**src/tdct_map.svh**
```systemverilog
`ifndef TDCT_MAP_SVH
`define TDCT_MAP_SVH

// ------------------------------------------------------------
// Register offsets (word index inside one counter's slot)
// ------------------------------------------------------------
`define TDCT_REG_SETUP      2'h0
`define TDCT_REG_RELOAD     2'h1
`define TDCT_REG_LIVE       2'h2
`define TDCT_REG_STOP       2'h3

// ------------------------------------------------------------
// Address split: upper bits pick the counter, lower the register
// ------------------------------------------------------------
`define TDCT_ADDR_CNT_MSB   3
`define TDCT_ADDR_CNT_LSB   2
`define TDCT_ADDR_REG_MSB   1
`define TDCT_ADDR_REG_LSB   0

// ------------------------------------------------------------
// Field positions
// ------------------------------------------------------------
`define TDCT_F_COUNT_MSB    15
`define TDCT_F_COUNT_LSB    0
`define TDCT_F_MODE_MSB     18
`define TDCT_F_MODE_LSB     16
`define TDCT_F_RADIX        19
`define TDCT_F_OUT          20
`define TDCT_F_HALT         21
`define TDCT_F_RUN          22
`define TDCT_F_LEVEL        0

// ------------------------------------------------------------
// Reset values and count constants
// ------------------------------------------------------------
`define TDCT_RST_COUNT      16'h0000
`define TDCT_RST_OUT        1'b0
`define TDCT_RST_HALT       1'b1
`define TDCT_RST_RDATA      32'h0000_0000
`define TDCT_TERMINAL       16'h0001
`define TDCT_BIN_FULL_HALF  16'h8000
`define TDCT_BCD_FULL_HALF  16'h5000
`define TDCT_MODE_LAST      3'h5

`endif

```
**src/tdct_pkg.sv**
```systemverilog
package tdct_pkg;

  // ------------------------------------------------------------
  // Modes and radix
  // ------------------------------------------------------------
  typedef enum logic [2:0] {
    terminal_toggle_mode,
    gated_single_pulse_mode,
    periodic_pulse_mode,
    half_duty_wave_mode,
    software_strobe_mode,
    gate_started_strobe_mode
  } tdct_mode_t;

  typedef enum logic {
    pure_binary_radix,
    decade_radix
  } tdct_radix_t;

  // ------------------------------------------------------------
  // Register port request
  // ------------------------------------------------------------
  typedef struct packed {
    logic        wr;
    logic        rd;
    logic [3:0]  addr;
    logic [31:0] wdata;
  } tdct_bus_req_t;

  // ------------------------------------------------------------
  // State of one counter
  // ------------------------------------------------------------
  typedef struct packed {
    tdct_mode_t  mode;
    tdct_radix_t count_radix_select;
    logic [15:0] count;
    logic [15:0] reload;
    logic        out;
    logic        run;
    logic        halted;
    logic        strobe_low;
    logic [1:0]  clk_sync;
    logic        clk_prev;
    logic [1:0]  gate_sync;
    logic        gate_prev;
  } tdct_chan_t;

endpackage

```
**src/tdct_top.sv**
```systemverilog
// Behaviour
// - Stop command halts the counter and drives output to given level.
// - Reading the live count never disturbs counting.
// - Binary counts span the full 16-bit range; decimal counts 0 to 9999.
// - Per-counter choice of 16-bit binary or four-decade BCD counting.
// - Writing a new count loads it and keeps the programmed mode.
// - Terminal toggle mode: output goes low when mode is programmed.
// - Toggle and software strobe modes count only while gate is high.
// - Toggle mode: terminal count drives output high until the mode is programmed again.
// - Single pulse mode: output falls on next rising gate edge.
// - Single pulse mode: output returns high at terminal count.
// - Periodic pulse mode: output low for one input clock period.
// - Programmed count sets pulse-to-pulse interval in input clocks.
// - Half duty mode: output high half the count, low the other half.
// - Software strobe mode: output starts high once programmed.
// - Software strobe: one-period low pulse at terminal count.
// - Gate started strobe: like software strobe, started by gate edge.
`include "tdct_map.svh"
`timescale 1ns/1ps
`default_nettype none

module tdct_top #(
  parameter int unsigned NUM_CNT = 3
) (
  // Clock, reset, enable
  input  wire logic                  i_ref_clk,
  input  wire logic                  i_rst_b,
  input  wire logic                  i_ce,
  // Register port
  input  wire tdct_pkg::tdct_bus_req_t i_bus,
  output logic [31:0]                o_rdata,
  // Counter pins
  input  wire logic [NUM_CNT-1:0]    i_cnt_clk,
  input  wire logic [NUM_CNT-1:0]    i_cnt_gate,
  output logic [NUM_CNT-1:0]         o_cnt_out
);

  // ------------------------------------------------------------
  // Elaboration check
  // ------------------------------------------------------------
  // The counter select field is two bits wide, so four is the most.
  if (NUM_CNT < 1 || NUM_CNT > 4)
  begin : g_bad_num
    $error("tdct_top: NUM_CNT must lie between 1 and 4");
  end

  // ------------------------------------------------------------
  // State
  // ------------------------------------------------------------
  typedef struct packed {
    tdct_pkg::tdct_chan_t [NUM_CNT-1:0] chan;
    logic [31:0]                        rdata;
  } tdct_state_t;

  localparam tdct_pkg::tdct_chan_t CHAN_RST = '{
    mode:               tdct_pkg::terminal_toggle_mode,
    count_radix_select: tdct_pkg::pure_binary_radix,
    count:              `TDCT_RST_COUNT,
    reload:             `TDCT_RST_COUNT,
    out:                `TDCT_RST_OUT,
    run:                1'b0,
    halted:             `TDCT_RST_HALT,
    strobe_low:         1'b0,
    clk_sync:           2'b00,
    clk_prev:           1'b0,
    gate_sync:          2'b00,
    gate_prev:          1'b0
  };

  tdct_state_t st;
  tdct_state_t next_st;

  // ------------------------------------------------------------
  // Functions
  // ------------------------------------------------------------
  // One step down; 0 wraps to the top of the range in either radix
  function automatic logic [15:0] dec_count(input logic [15:0] v,
                                            input tdct_pkg::tdct_radix_t r);
    logic [15:0] res;
    logic        borrow;
    res    = v;
    borrow = 1'b1;
    if (r == tdct_pkg::pure_binary_radix)
    begin
      res = v - 16'h0001;
    end
    else
    begin
      for (int i = 0; i < 4; i++)
      begin
        if (borrow)
        begin
          if (v[4*i +: 4] == 4'h0)
          begin
            res[4*i +: 4] = 4'h9;
          end
          else
          begin
            res[4*i +: 4] = v[4*i +: 4] - 4'h1;
            borrow        = 1'b0;
          end
        end
      end
    end
    return res;
  endfunction

  // Half of a reload value, rounded down; 0 stands for the full range
  function automatic logic [15:0] half_count(input logic [15:0] v,
                                             input tdct_pkg::tdct_radix_t r);
    logic [15:0] res;
    logic [4:0]  dig;
    logic        rem;
    res = 16'h0000;
    dig = 5'h00;
    rem = 1'b0;
    if (v == 16'h0000)
    begin
      res = (r == tdct_pkg::pure_binary_radix) ? `TDCT_BIN_FULL_HALF : `TDCT_BCD_FULL_HALF;
    end
    else if (r == tdct_pkg::pure_binary_radix)
    begin
      res = {1'b0, v[15:1]};
    end
    else
    begin
      // Decimal halving digit by digit, an odd digit carries ten downward
      for (int i = 3; i >= 0; i--)
      begin
        dig           = {1'b0, v[4*i +: 4]} + (rem ? 5'd10 : 5'd0);
        res[4*i +: 4] = dig[4:1];
        rem           = dig[0];
      end
    end
    return res;
  endfunction

  // ------------------------------------------------------------
  // Next-state logic
  // ------------------------------------------------------------
  always_comb
  begin
    logic                  tick;
    logic                  grise;
    logic                  glev;
    logic [15:0]           stepped;
    logic [1:0]            sel_reg;
    logic [1:0]            sel_cnt;
    tdct_pkg::tdct_chan_t  c;
    tick    = 1'b0;
    grise   = 1'b0;
    glev    = 1'b0;
    stepped = 16'h0000;
    sel_reg = i_bus.addr[`TDCT_ADDR_REG_MSB:`TDCT_ADDR_REG_LSB];
    sel_cnt = i_bus.addr[`TDCT_ADDR_CNT_MSB:`TDCT_ADDR_CNT_LSB];
    c       = CHAN_RST;
    next_st = st;
    next_st.rdata = `TDCT_RST_RDATA;

    for (int k = 0; k < NUM_CNT; k++)
    begin
      c = st.chan[k];
      // Pins cross into this clock through two flops; edges use only stage two
      next_st.chan[k].clk_sync  = {st.chan[k].clk_sync[0], i_cnt_clk[k]};
      next_st.chan[k].clk_prev  = st.chan[k].clk_sync[1];
      next_st.chan[k].gate_sync = {st.chan[k].gate_sync[0], i_cnt_gate[k]};
      next_st.chan[k].gate_prev = st.chan[k].gate_sync[1];
      tick    = st.chan[k].clk_sync[1] & ~st.chan[k].clk_prev;
      grise   = st.chan[k].gate_sync[1] & ~st.chan[k].gate_prev;
      glev    = st.chan[k].gate_sync[1];
      stepped = dec_count(c.count, c.count_radix_select);

      // Counting, frozen entirely while the counter is stopped
      if (!c.halted)
      begin
        case (c.mode)
          tdct_pkg::terminal_toggle_mode:
          begin
            if (tick && glev)
            begin
              next_st.chan[k].count = stepped;
              if (c.count == `TDCT_TERMINAL)
              begin
                next_st.chan[k].out = 1'b1;
              end
            end
          end
          tdct_pkg::gated_single_pulse_mode:
          begin
            // A new gate edge restarts the pulse, so it is retriggerable
            if (grise)
            begin
              next_st.chan[k].out   = 1'b0;
              next_st.chan[k].count = c.reload;
              next_st.chan[k].run   = 1'b1;
            end
            else if (tick && c.run)
            begin
              next_st.chan[k].count = stepped;
              if (c.count == `TDCT_TERMINAL)
              begin
                next_st.chan[k].out = 1'b1;
                next_st.chan[k].run = 1'b0;
              end
            end
          end
          tdct_pkg::periodic_pulse_mode:
          begin
            if (!glev)
            begin
              next_st.chan[k].out = 1'b1;
            end
            else if (tick)
            begin
              if (c.count == `TDCT_TERMINAL)
              begin
                next_st.chan[k].out   = 1'b0;
                next_st.chan[k].count = c.reload;
              end
              else
              begin
                next_st.chan[k].out   = 1'b1;
                next_st.chan[k].count = stepped;
              end
            end
          end
          tdct_pkg::half_duty_wave_mode:
          begin
            // Odd counts give the extra period to the high phase
            if (tick && glev)
            begin
              if (c.count == `TDCT_TERMINAL)
              begin
                next_st.chan[k].out   = 1'b1;
                next_st.chan[k].count = c.reload;
              end
              else
              begin
                next_st.chan[k].count = stepped;
                if (stepped == half_count(c.reload, c.count_radix_select))
                begin
                  next_st.chan[k].out = 1'b0;
                end
              end
            end
          end
          tdct_pkg::software_strobe_mode,
          tdct_pkg::gate_started_strobe_mode:
          begin
            // The low pulse ends on the next input clock, gate or not
            if (tick && c.strobe_low)
            begin
              next_st.chan[k].out        = 1'b1;
              next_st.chan[k].strobe_low = 1'b0;
            end
            if (c.mode == tdct_pkg::gate_started_strobe_mode && grise)
            begin
              next_st.chan[k].count = c.reload;
              next_st.chan[k].run   = 1'b1;
            end
            else if (tick && c.run &&
                     (glev || c.mode == tdct_pkg::gate_started_strobe_mode))
            begin
              next_st.chan[k].count = stepped;
              if (c.count == `TDCT_TERMINAL)
              begin
                next_st.chan[k].out        = 1'b0;
                next_st.chan[k].strobe_low = 1'b1;
                next_st.chan[k].run        = 1'b0;
              end
            end
          end
          default:
          begin
            next_st.chan[k].run = 1'b0;
          end
        endcase
      end

      // Register writes take precedence over counting in the same cycle
      if (i_bus.wr && sel_cnt == 2'(k))
      begin
        if (sel_reg == `TDCT_REG_SETUP)
        begin
          // Unknown mode codes are ignored so a stray write cannot corrupt a channel
          if (i_bus.wdata[`TDCT_F_MODE_MSB:`TDCT_F_MODE_LSB] <= `TDCT_MODE_LAST)
          begin
            next_st.chan[k].mode = tdct_pkg::tdct_mode_t'(
              i_bus.wdata[`TDCT_F_MODE_MSB:`TDCT_F_MODE_LSB]);
            next_st.chan[k].count_radix_select = tdct_pkg::tdct_radix_t'(
              i_bus.wdata[`TDCT_F_RADIX]);
            next_st.chan[k].count      = i_bus.wdata[`TDCT_F_COUNT_MSB:`TDCT_F_COUNT_LSB];
            next_st.chan[k].reload     = i_bus.wdata[`TDCT_F_COUNT_MSB:`TDCT_F_COUNT_LSB];
            next_st.chan[k].halted     = 1'b0;
            next_st.chan[k].strobe_low = 1'b0;
            case (tdct_pkg::tdct_mode_t'(i_bus.wdata[`TDCT_F_MODE_MSB:`TDCT_F_MODE_LSB]))
              tdct_pkg::terminal_toggle_mode:
              begin
                next_st.chan[k].out = 1'b0;
                next_st.chan[k].run = 1'b1;
              end
              tdct_pkg::gated_single_pulse_mode,
              tdct_pkg::gate_started_strobe_mode:
              begin
                next_st.chan[k].out = 1'b1;
                next_st.chan[k].run = 1'b0;
              end
              tdct_pkg::software_strobe_mode:
              begin
                next_st.chan[k].out = 1'b1;
                next_st.chan[k].run = 1'b1;
              end
              default:
              begin
                next_st.chan[k].out = 1'b1;
                next_st.chan[k].run = 1'b1;
              end
            endcase
          end
        end
        else if (sel_reg == `TDCT_REG_RELOAD)
        begin
          // Mode, output and halt state are left exactly as they were
          next_st.chan[k].count  = i_bus.wdata[`TDCT_F_COUNT_MSB:`TDCT_F_COUNT_LSB];
          next_st.chan[k].reload = i_bus.wdata[`TDCT_F_COUNT_MSB:`TDCT_F_COUNT_LSB];
        end
        else if (sel_reg == `TDCT_REG_STOP)
        begin
          next_st.chan[k].halted     = 1'b1;
          next_st.chan[k].run        = 1'b0;
          next_st.chan[k].strobe_low = 1'b0;
          next_st.chan[k].out        = i_bus.wdata[`TDCT_F_LEVEL];
        end
      end

      // Reads only sample; nothing in the counter changes because of them
      if (i_bus.rd && sel_cnt == 2'(k))
      begin
        if (sel_reg == `TDCT_REG_SETUP)
        begin
          next_st.rdata[`TDCT_F_COUNT_MSB:`TDCT_F_COUNT_LSB] = c.reload;
          next_st.rdata[`TDCT_F_MODE_MSB:`TDCT_F_MODE_LSB]   = c.mode;
          next_st.rdata[`TDCT_F_RADIX] = c.count_radix_select;
          next_st.rdata[`TDCT_F_OUT]   = c.out;
          next_st.rdata[`TDCT_F_HALT]  = c.halted;
          next_st.rdata[`TDCT_F_RUN]   = c.run;
        end
        else if (sel_reg == `TDCT_REG_RELOAD)
        begin
          next_st.rdata[`TDCT_F_COUNT_MSB:`TDCT_F_COUNT_LSB] = c.reload;
        end
        else if (sel_reg == `TDCT_REG_LIVE)
        begin
          next_st.rdata[`TDCT_F_COUNT_MSB:`TDCT_F_COUNT_LSB] = c.count;
        end
        else
        begin
          next_st.rdata = `TDCT_RST_RDATA;
        end
      end
    end
  end

  // ------------------------------------------------------------
  // State register
  // ------------------------------------------------------------
  // Clock enable low freezes everything, synchronisers included
  always_ff @(posedge i_ref_clk or negedge i_rst_b)
  begin
    if (!i_rst_b)
    begin
      st <= '{chan: {NUM_CNT{CHAN_RST}}, rdata: `TDCT_RST_RDATA};
    end
    else if (i_ce)
    begin
      st <= next_st;
    end
  end

  // ------------------------------------------------------------
  // Outputs
  // ------------------------------------------------------------
  // Read data is zero after every enabled clock that carries no read
  assign o_rdata = st.rdata;

  // Waveform pins come straight from the per-counter output flops
  always_comb
  begin
    o_cnt_out = '0;
    for (int k = 0; k < NUM_CNT; k++)
    begin
      o_cnt_out[k] = st.chan[k].out;
    end
  end

endmodule

`default_nettype wire

```
**config.mk**
```make
export PLATFORM = sky130hd
export DESIGN_NAME = tdct_top
export DESIGN_NICKNAME = d
export VERILOG_FILES = /design/src/tdct_pkg.sv /design/src/tdct_top.sv
export VERILOG_INCLUDE_DIRS = /design/src /design/src/src
export SDC_FILE = /design/constraint.sdc
export NUM_CORES = 1
export LEC_CHECK = 0
export BUFFER_PORTS_ARGS = -buffer_cell sky130_fd_sc_hd__buf_4
export CORE_AREA = 5 5 160 224
export CTS_CLUSTER_SIZE = 25
export DETAILED_ROUTE_END_ITERATION = 16
export DIE_AREA = 0 0 165 229
export PLACE_DENSITY = 0.78
export SLEW_MARGIN = 20
export SYNTH_ARGS = -nofsm -noshare
export SYNTH_HDL_FRONTEND = slang
export SYNTH_SLANG_ARGS = --single-unit
```
**constraint.sdc**
```tcl
create_clock -name i_ref_clk -period 3.1 [get_ports i_ref_clk]
set_input_delay 0 -clock i_ref_clk [delete_from_list [all_inputs] [get_ports i_ref_clk]]
set_output_delay 0 -clock i_ref_clk [all_outputs]
set_load 0.02 [all_outputs]
```
==> summary.md, run 1 <==
| Metric | Value |
|---|---|
| Max cap viols | 0 |
| Crit-path max FO | 5 |
| Cells after Synth | 2301 |
| Cell Rows | 80 |
| Post-synth EDFFs | 0 |
| Clock transition at the registers of the reported paths | 70 ps |
| Register area | 4030 um^2 |
| Worst reg2reg path depth | 11 |
| Mean Syn Cell Area | 7.21 um^2 |
| Final GP Congestion | 1.04 |
| CP required | 3440 ps |
| Register area share after synthesis | 24.3% |
| TritonCTS clock tree | yes |
| Period utilization | 96.1% |
| Clk root buf | clkbuf_16 |
| Fin area | 19800 um^2 |
| Setup tns final | 0 ps |
| DR vias | 20200 |
| Hold Violations, Final | 0 |
| Outcome | complete, no violations |
| Post-route setup slack | 121 ps |
| Met2 usage | 68.9% |
| Layout overhead on the synthesized area | 19.6% |
| Max Clock Skew | 14.1 ps |
| Routed vias/inst | 6.89 |
| Peak VDD IR | 506 uV |
| Largest net degree at the start of global routing | 71 |
| Clk Latency, worst-skew pair | 460 ps |
| Tightest Hold Check Type | input port to flop |
| Pre-CTS setup slack | -143 ps |
| Global route overflow | 0 |
| Global Route Usage Sum | 42.2% |
| Global-route wire length before repair | 120 mm |
| PD cells | 812 nW/um^2 |
| Final setup viols | 0 |
| HPWL after detailed placement | 61.5 mm |
| Fin crit period | 2980 ps |
| Placed cell areas | 18800 um^2 |
| Footprint of the multi-input gates | 11500 um^2 |
| ANT nets after route | 0 |
| Worst reg2reg startpoint | st[151]$_DFFE_PN0P_ |
| Initial detailed-routing violation count | 3012 |
| CTS Sinks | 161 |
| Die width | 165 um |
| Die Span Y | 229 um |
| Initial antenna violation count | 2 |
| Router iterations before antenna repair | 7 |
| Hold path depth | 4 |
| TritonCTS buffer count | 17 |
| Longest Clk Path Bufs | 2 |
| Worst-margin pin slew | 967 ps |
| R2R Setup Slk | 120 ps |
| Hold Startpoint | i_bus[37] |
| RSZ-0062 raised after global routing | false |
| Die area | 37800 um^2 |
| CP Class | flop to flop |
| Layout cell share with drive strength beyond 1 | 20.7% |
| Vias in the first global route | 19100 |
| # nets final | 2547 |
| Initial Utilization | 49.3% |
| IO Port Bufs | 60 |
| Post-DR wirelength/cell | 27.9 um |
| Netlist cell types | 86 |
| Pleak | 8.20 nW |
| Drt drc | 0 |
| Tot Pwr | 16.1 mW |
| Slew Limit Fails | 0 |
| Busiest layer in global routing | met2 |
| Post-Syn Area | 16600 um^2 |
| M3 GR Usage | 8.92% |
| Crit path arrival time | 3320 ps |
| Count of state elements after synthesis | 161 |
| Syn. warnings | 0 |
| CP endpoint kind | flop |
| Total core area | 33600 um^2 |
| Finished Core Util | 59.0% |
| Slew HR | 35.3% |
| Hold endpoint | st[84]$_DFFE_PN0P_ |
| Routed WL | 81.6 mm |
| Worst Setup Start Kind | flop |
| Top FF cell, synth | dfrtp_1 |
| Max H-tree Level | 4 |
| Reg2reg end | o_cnt_out[2]$_DFFE_PN0P_ |
| Layout filler cell count | 3155 |
| IO Count | 82 |
| Async S/R FF share, synth | 100% |
| Met1 usage | 47.4% |
| Maximum operating frequency | 336 MHz |
-- layer usage --
layer,wire [um],vias to the layer above,part of all wire (%)
met1,27900,9524,34
met3,7280,469,8.9
met2,38300,1379,47
li1,-,8782,-
met5,26,-,0.032
met4,8140,4,10
-- flip-flops by register name (all words and copies together), names as in the netlist --
register / cells
next_st: 12
o_rdata: 23
o_cnt_out: 3
st: 123
-- power breakdown --
group / internal, mW / switching, mW
Combinational: 4.15 / 6.27
Clock: 1.23 / 1.03
Sequential: 2.65 / 0.801
Total: 8.03 / 8.09
-- cells in the final DEF, fill, tap and decap left out, types with 12 or more instances in the layout --
| master | netlist | routed |
|---|---|---|
| nor2_1 | 222 | 220 |
| ha_1 | 40 | 36 |
| and3_1 | 13 | 13 |
| nor2b_1 | 17 | 17 |
| nand4_1 | 20 | 20 |
| o21ai_0 | 179 | 175 |
| or4_1 | 19 | 12 |
| o2bb2ai_1 | 18 | 18 |
| buf_4 | 35 | 348 |
| nor4_1 | 30 | 21 |
| nand2_1 | 325 | 325 |
| xnor2_1 | 38 | 38 |
| dlygate4sd3_1 | 0 | 29 |
| o22ai_1 | 58 | 58 |
| mux2i_1 | 44 | 43 |
| mux2_2 | 54 | 54 |
| dfrtp_1 | 158 | 157 |
| o2111ai_1 | 23 | 23 |
| nand3_1 | 57 | 57 |
| o31ai_1 | 17 | 17 |
| o21ai_1 | 8 | 12 |
| a311oi_1 | 13 | 13 |
| a21o_1 | 13 | 13 |
| or3_1 | 17 | 17 |
| a31oi_1 | 44 | 44 |
| xor2_1 | 34 | 34 |
| o221ai_1 | 21 | 20 |
| a211oi_1 | 51 | 51 |
| inv_1 | 32 | 31 |
| nor3_1 | 40 | 40 |
| and2_1 | 19 | 19 |
| a21oi_1 | 194 | 193 |
| o211ai_1 | 43 | 43 |
| clkbuf_16 | 0 | 17 |
-- stage by stage --
| stage | hold WS (ps) | std cells |
|---|---|---|
| 6_report | 70.2 | 2925 |
| 5_1_grt | 116 | 2924 |
| 4_1_cts | 61.1 | 2924 |
| 3_5_place_dp | 76.2 | 2863 |
| 3_3_place_gp | 77.8 | 2863 |
| 2_1_floorplan | -296 | 2309 |
-- critical path: stages (launching register included) --
cell and delay [ps]:
dfrtp_1 370, inv_1 140, ha_2 240, or3b_4 430, o22a_1 160, or3_1 310, nand2_1 110, xnor2_1 90
or4_1 560, nor4_4 260, buf_4 150, o21ai_1 40
-- worst max-delay path by stage --
| stage | startpoint | cells past startpoint | endpoint |
|---|---|---|---|
| after global placement | st[161]$_DFFE_PN0P_ | 11 | o_cnt_out[2]$_DFFE_PN0P_ |
| after global routing | st[151]$_DFFE_PN0P_ | 10 | o_cnt_out[2]$_DFFE_PN0P_ |
| final | st[151]$_DFFE_PN0P_ | 11 | o_cnt_out[2]$_DFFE_PN0P_ |
| after CTS | st[151]$_DFFE_PN0P_ | 11 | o_cnt_out[2]$_DFFE_PN0P_ |
| after floorplan | st[150]$_DFFE_PN0P_ | 12 | o_cnt_out[2]$_DFFE_PN0P_ |
| after detailed placement | st[151]$_DFFE_PN0P_ | 12 | o_cnt_out[2]$_DFFE_PN0P_ |
-- final cells by class --
class | count | share of cell area (%)
clock buffers | 20 | 2.25
repair buffers | 382 | 15.1
flip-flops and latches | 161 | 20.3
multi-input cells | 1864 | 58.1
diodes | 1 | 0.0126
inverters | 34 | 0.643
clock inverters | 12 | 0.725
well taps | 451 | 2.84
-- repair_timing --
action / CTS / global route
hold buffers: 29 / 0
pin swaps: 0 / 8
hold endpoints to repair: 164 / 0
resized for setup: 3 / 38
buffers inserted: 0 / 0
endpoints found under the setup margin: 1 / 8
-- synthesized netlist by cell type (all sizes together) (9+ instances only) --
library cell | count | share of area, %
nand2 | 325 | 7.4
nor2 | 222 | 5.0
a21oi | 194 | 5.9
clkbuf | 190 | 4.3
o21ai | 187 | 5.6
dfrtp | 158 | 24
buf | 60 | 2.3
o22ai | 58 | 2.2
nand3 | 57 | 1.7
mux2 | 54 | 3.7
a211oi | 52 | 2.4
a31oi | 44 | 1.7
mux2i | 44 | 2.7
o211ai | 43 | 1.9
nor3 | 41 | 1.3
ha | 40 | 3.0
xnor2 | 38 | 2.0
xor2 | 34 | 1.8
nor4 | 33 | 1.5
inv | 32 | 0.72
o2111ai | 23 | 1.2
o221ai | 21 | 1.1
nand4 | 20 | 0.75
or4 | 20 | 0.93
and2 | 19 | 0.72
o2bb2ai | 18 | 0.95
nor2b | 17 | 0.64
o31ai | 17 | 0.77
or3 | 17 | 0.64
a311oi | 14 | 0.78
a21o | 13 | 0.59
and3 | 13 | 0.49
a221oi | 12 | 0.67
or2 | 12 | 0.45
nand2b | 11 | 0.41
and3b | 10 | 0.53
nor3b | 10 | 0.48
o21a | 10 | 0.45
a22oi | 9 | 0.41
o221a | 9 | 0.61
-- cell families after synthesis --
kind of cell             count (synthesis)  synth area share (%)
XOR/XNOR                                72                  3.80
AO/OA/AOI/OAI                          790                  30.7
flip-flops                             161                  24.3
buffers and inverters                  284                  7.41
multiplexers                            98                  6.32
other                                    1                0.0226
adder cells (fa/ha/maj)                 40                  3.02
AND/OR/NAND/NOR                        855                  24.4
Note: power is estimated with default switching activity, not from simulation.
==> run 2: changes to the inputs <==
--- a/config.mk
+++ b/config.mk
@@ -11,7 +11,7 @@
 export CTS_CLUSTER_SIZE = 25
 export DETAILED_ROUTE_END_ITERATION = 16
 export DIE_AREA = 0 0 165 229
-export PLACE_DENSITY = 0.78
+export PLACE_DENSITY = 0.76
 export SLEW_MARGIN = 20
 export SYNTH_ARGS = -nofsm -noshare
 export SYNTH_HDL_FRONTEND = slang
==> constraint.sdc (replaced) <==
create_clock -name i_ref_clk -period 2.9 [get_ports i_ref_clk]
set_input_delay 0 -clock i_ref_clk [delete_from_list [all_inputs] [get_ports i_ref_clk]]
set_output_delay 0 -clock i_ref_clk [all_outputs]
set_load 0.02 [all_outputs]
==> run 2 against run 1 <==
Effect of this change:
- clock skew is 4.7 ps higher
- register-to-register slack worse by 90 ps
- utilization is 1.4 points higher
- cell count is 1.4% higher
- first-iteration DRC count is 15% lower
- die area stayed put
- critical path depth is 2 lower
- clock power is 7% higher
- routed wire length is 0.16% higher
- via count is 0.83% higher
- sequential cell count stayed put
- largest cell class unchanged
- highest routed layer unchanged
==> summary.md, run 2 (same netlist as run 1, synthesis figures left out) <==
| Metric | Value |
|---|---|
| Die area | 37800 um^2 (unchanged) |
| Max reg flops | 123 (unchanged) |
| Max Clock Skew | 18.8 ps (+4.66 ps) |
| Max cap viols | 0 (unchanged) |
| Post-DR wirelength/cell | 27.6 um (-1.2%) |
| Setup tns final | 0 ps (unchanged) |
| R2R Setup Slk | 30 ps (-90 ps) |
| Slew Limit Fails | 0 (unchanged) |
| Clk Latency, worst-skew pair | 460 ps (about the same) |
| Worst Setup Start Kind | flop |
| Register area | 4040 um^2 (about the same) |
| Routed vias/inst | 6.85 (-0.56%) |
| Period utilization | 99.0% (+3.0 points) |
| Largest net degree at the start of global routing | 74 (+4.2%) |
| Largest Register | st |
| Most common cell after layout, fill and taps aside | buf_4 |
| Global Route Usage Sum | 42.4% (+0.18 points) |
| Max H-tree Level | 4 (unchanged) |
| Final setup viols | 0 (unchanged) |
| Clock transition at the registers of the reported paths | 80 ps (about the same) |
| Hold path depth | 4 (unchanged) |
| Routed WL | 81.8 mm (+0.16%) |
| DR vias | 20300 (+0.83%) |
| IO Port Bufs | 60 (unchanged) |
| CP required | 3230 ps (-210 ps) |
| IO Count | 82 (unchanged) |
| # nets final | 2589 (+1.6%) |
| Final GP Congestion | 1.09 (+5.7%) |
| ANT nets after route | 0 (unchanged) |
| Vias in the first global route | 19300 (+1.3%) |
| Layout filler cell count | 3205 (+1.6%) |
| Pre-CTS setup slack | -139 ps (+3.49 ps) |
| Fin crit period | 2870 ps (-106 ps) |
| Hold Violations, Final | 0 (unchanged) |
| TritonCTS buffer count | 17 (unchanged) |
| Die Span Y | 229 um (unchanged) |
| Worst reg2reg path depth | 9 (-2) |
| Worst-margin pin slew | 938 ps (-28.8 ps) |
| Crit-path max FO | 8 (+3) |
| Crit path arrival time | 3200 ps (-120 ps) |
| Tightest Hold Check Type | input port to flop |
| Hold Startpoint | i_bus[34] |
| Reg2reg end | o_cnt_out[2]$_DFFE_PN0P_ |
| Initial Utilization | 49.3% (unchanged) |
| Drt drc | 0 (unchanged) |
| CTS Sinks | 161 (unchanged) |
| TritonCTS clock tree | yes |
| HPWL after detailed placement | 61.4 mm (about the same) |
| Initial detailed-routing violation count | 2570 (-15%) |
| PD cells | 861 nW/um^2 (+6.0%) |
| Longest Clk Path Bufs | 2 (unchanged) |
| Layout cell share with drive strength beyond 1 | 22.9% (+2.2 points) |
| Post-route setup slack | 27.8 ps (-93.7 ps) |
| Layout overhead on the synthesized area | 22.5% |
| CP endpoint kind | flop |
| Pleak | 8.47 nW (+3.2%) |
| Global-route wire length before repair | 121 mm (+0.61%) |
| Maximum operating frequency | 348 MHz (+3.7%) |
| Peak VDD IR | 549 uV (+8.6%) |
| # diodes | 0 (-1) |
| Router iterations before antenna repair | 8 (+1) |
| Footprint of the multi-input gates | 11700 um^2 (+1.1%) |
| Total core area | 33600 um^2 (unchanged) |
| Commonest non-fill, non-tap cells in the layout | buf_4 (386), nand2_1 (325), nor2_1 (221) |
| RSZ-0062 raised after global routing | true |
| Cell Rows | 80 (unchanged) |
| CP peak stage delay | 560 ps (about the same) |
| Clk root buf | clkbuf_16 |
| Outcome | complete, no violations |
| Die width | 165 um (unchanged) |
| Slew HR | 37.3% (+1.9 points) |
| Initial antenna violation count | 1 (-1) |
| Global route overflow | 0 (unchanged) |
| Hold endpoint | o_rdata[20]$_DFFE_PN0P_ |
| CP Cell Sequence | buf_4, or4_4, o21ai_1, a21oi_1, a211oi_2, o221ai_1, or4_4, nor4_4, o21ai_1 |
| Worst reg2reg startpoint | st[151]$_DFFE_PN0P_ |
| Tot Pwr | 17.5 mW (+8.5%) |
| CP Class | flop to flop |
| Slowest cell on crit path | or4_4 |
run 2: cell count changes in the layout (fill, tap and decap cells not counted), sizes merged:
cell and delta:
dlygate4sd3 -1, diode -1, clkbuf -2, clkinv +1
inv +1, buf +43
run 2: layout make-up:
class	instances	area share [%]
Multi-Input combinational cell	1864	57.4
Sequential cell	161	19.8
Timing Repair Buffer	424	16.5
Tap cell	451	2.78
Clock buffer	18	2.11
Clock inverter	14	0.825
Inverter	34	0.628
run 2: where the power goes:
part / switching, mW / internal, mW
clock: 1.11 / 1.30
combinational: 6.79 / 4.66
sequential: 0.799 / 2.84
run 2: per-stage QoR:
step	cells	hold slack [ps]	cell area, um^2	util, %
after global routing	2966	50.9	20300	60.4
after floorplan	2309	-296	16600	-
final	2966	28.3	20300	60.4
after global placement	2900	115	19100	56.8
after CTS	2960	13.6	20100	59.6
after detailed placement	2900	113	19100	56.8
run 2: worst max-delay path by stage:
stage | start | to | slack [ps] | cells after the start
3_3_place_gp | st[114]$_DFFE_PN0P_ | o_cnt_out[1]$_DFFE_PN0P_ | -80 | 9
5_1_grt | st[110]$_DFFE_PN0P_ | o_cnt_out[1]$_DFFE_PN0P_ | -90 | 9
2_1_floorplan | st[150]$_DFFE_PN0P_ | o_cnt_out[2]$_DFFE_PN0P_ | -20 | 12
6_report | st[151]$_DFFE_PN0P_ | o_cnt_out[2]$_DFFE_PN0P_ | 30 | 9
4_1_cts | st[151]$_DFFE_PN0P_ | o_cnt_out[2]$_DFFE_PN0P_ | -20 | 10
3_5_place_dp | st[151]$_DFFE_PN0P_ | o_cnt_out[2]$_DFFE_PN0P_ | -140 | 10
run 2: per-layer routing:
metal | vias up | part of all wire [%] | routed length (um) | GRT usage (%)
met3 | 473 | 9.4 | 7730 | 8.97
met4 | 2 | 10 | 8580 | 33.3
met2 | 1422 | 46 | 37300 | 67.4
li1 | 8861 | - | - | -
met1 | 9568 | 34 | 28200 | 48.7
met5 | - | 0.015 | 12 | 0
run 2: critical path, delay by kind of cell (launching register included):
| kind | cells | cell delay, ps |
|---|---|---|
| compound gates | 5 | 860 |
| buf+inv | 1 | 170 |
| flops | 1 | 400 |
| simple gates | 3 | 1310 |
run 2: repair_timing:
item                       4_1_cts  5_1_grt
hold endpoints to repair       168        0
hold buffers                    28        0
setup endpoints to repair        3       14
pin swaps                        2       16
cloned                           0        1
setup buffers                    0        5
resized for setup               12       58
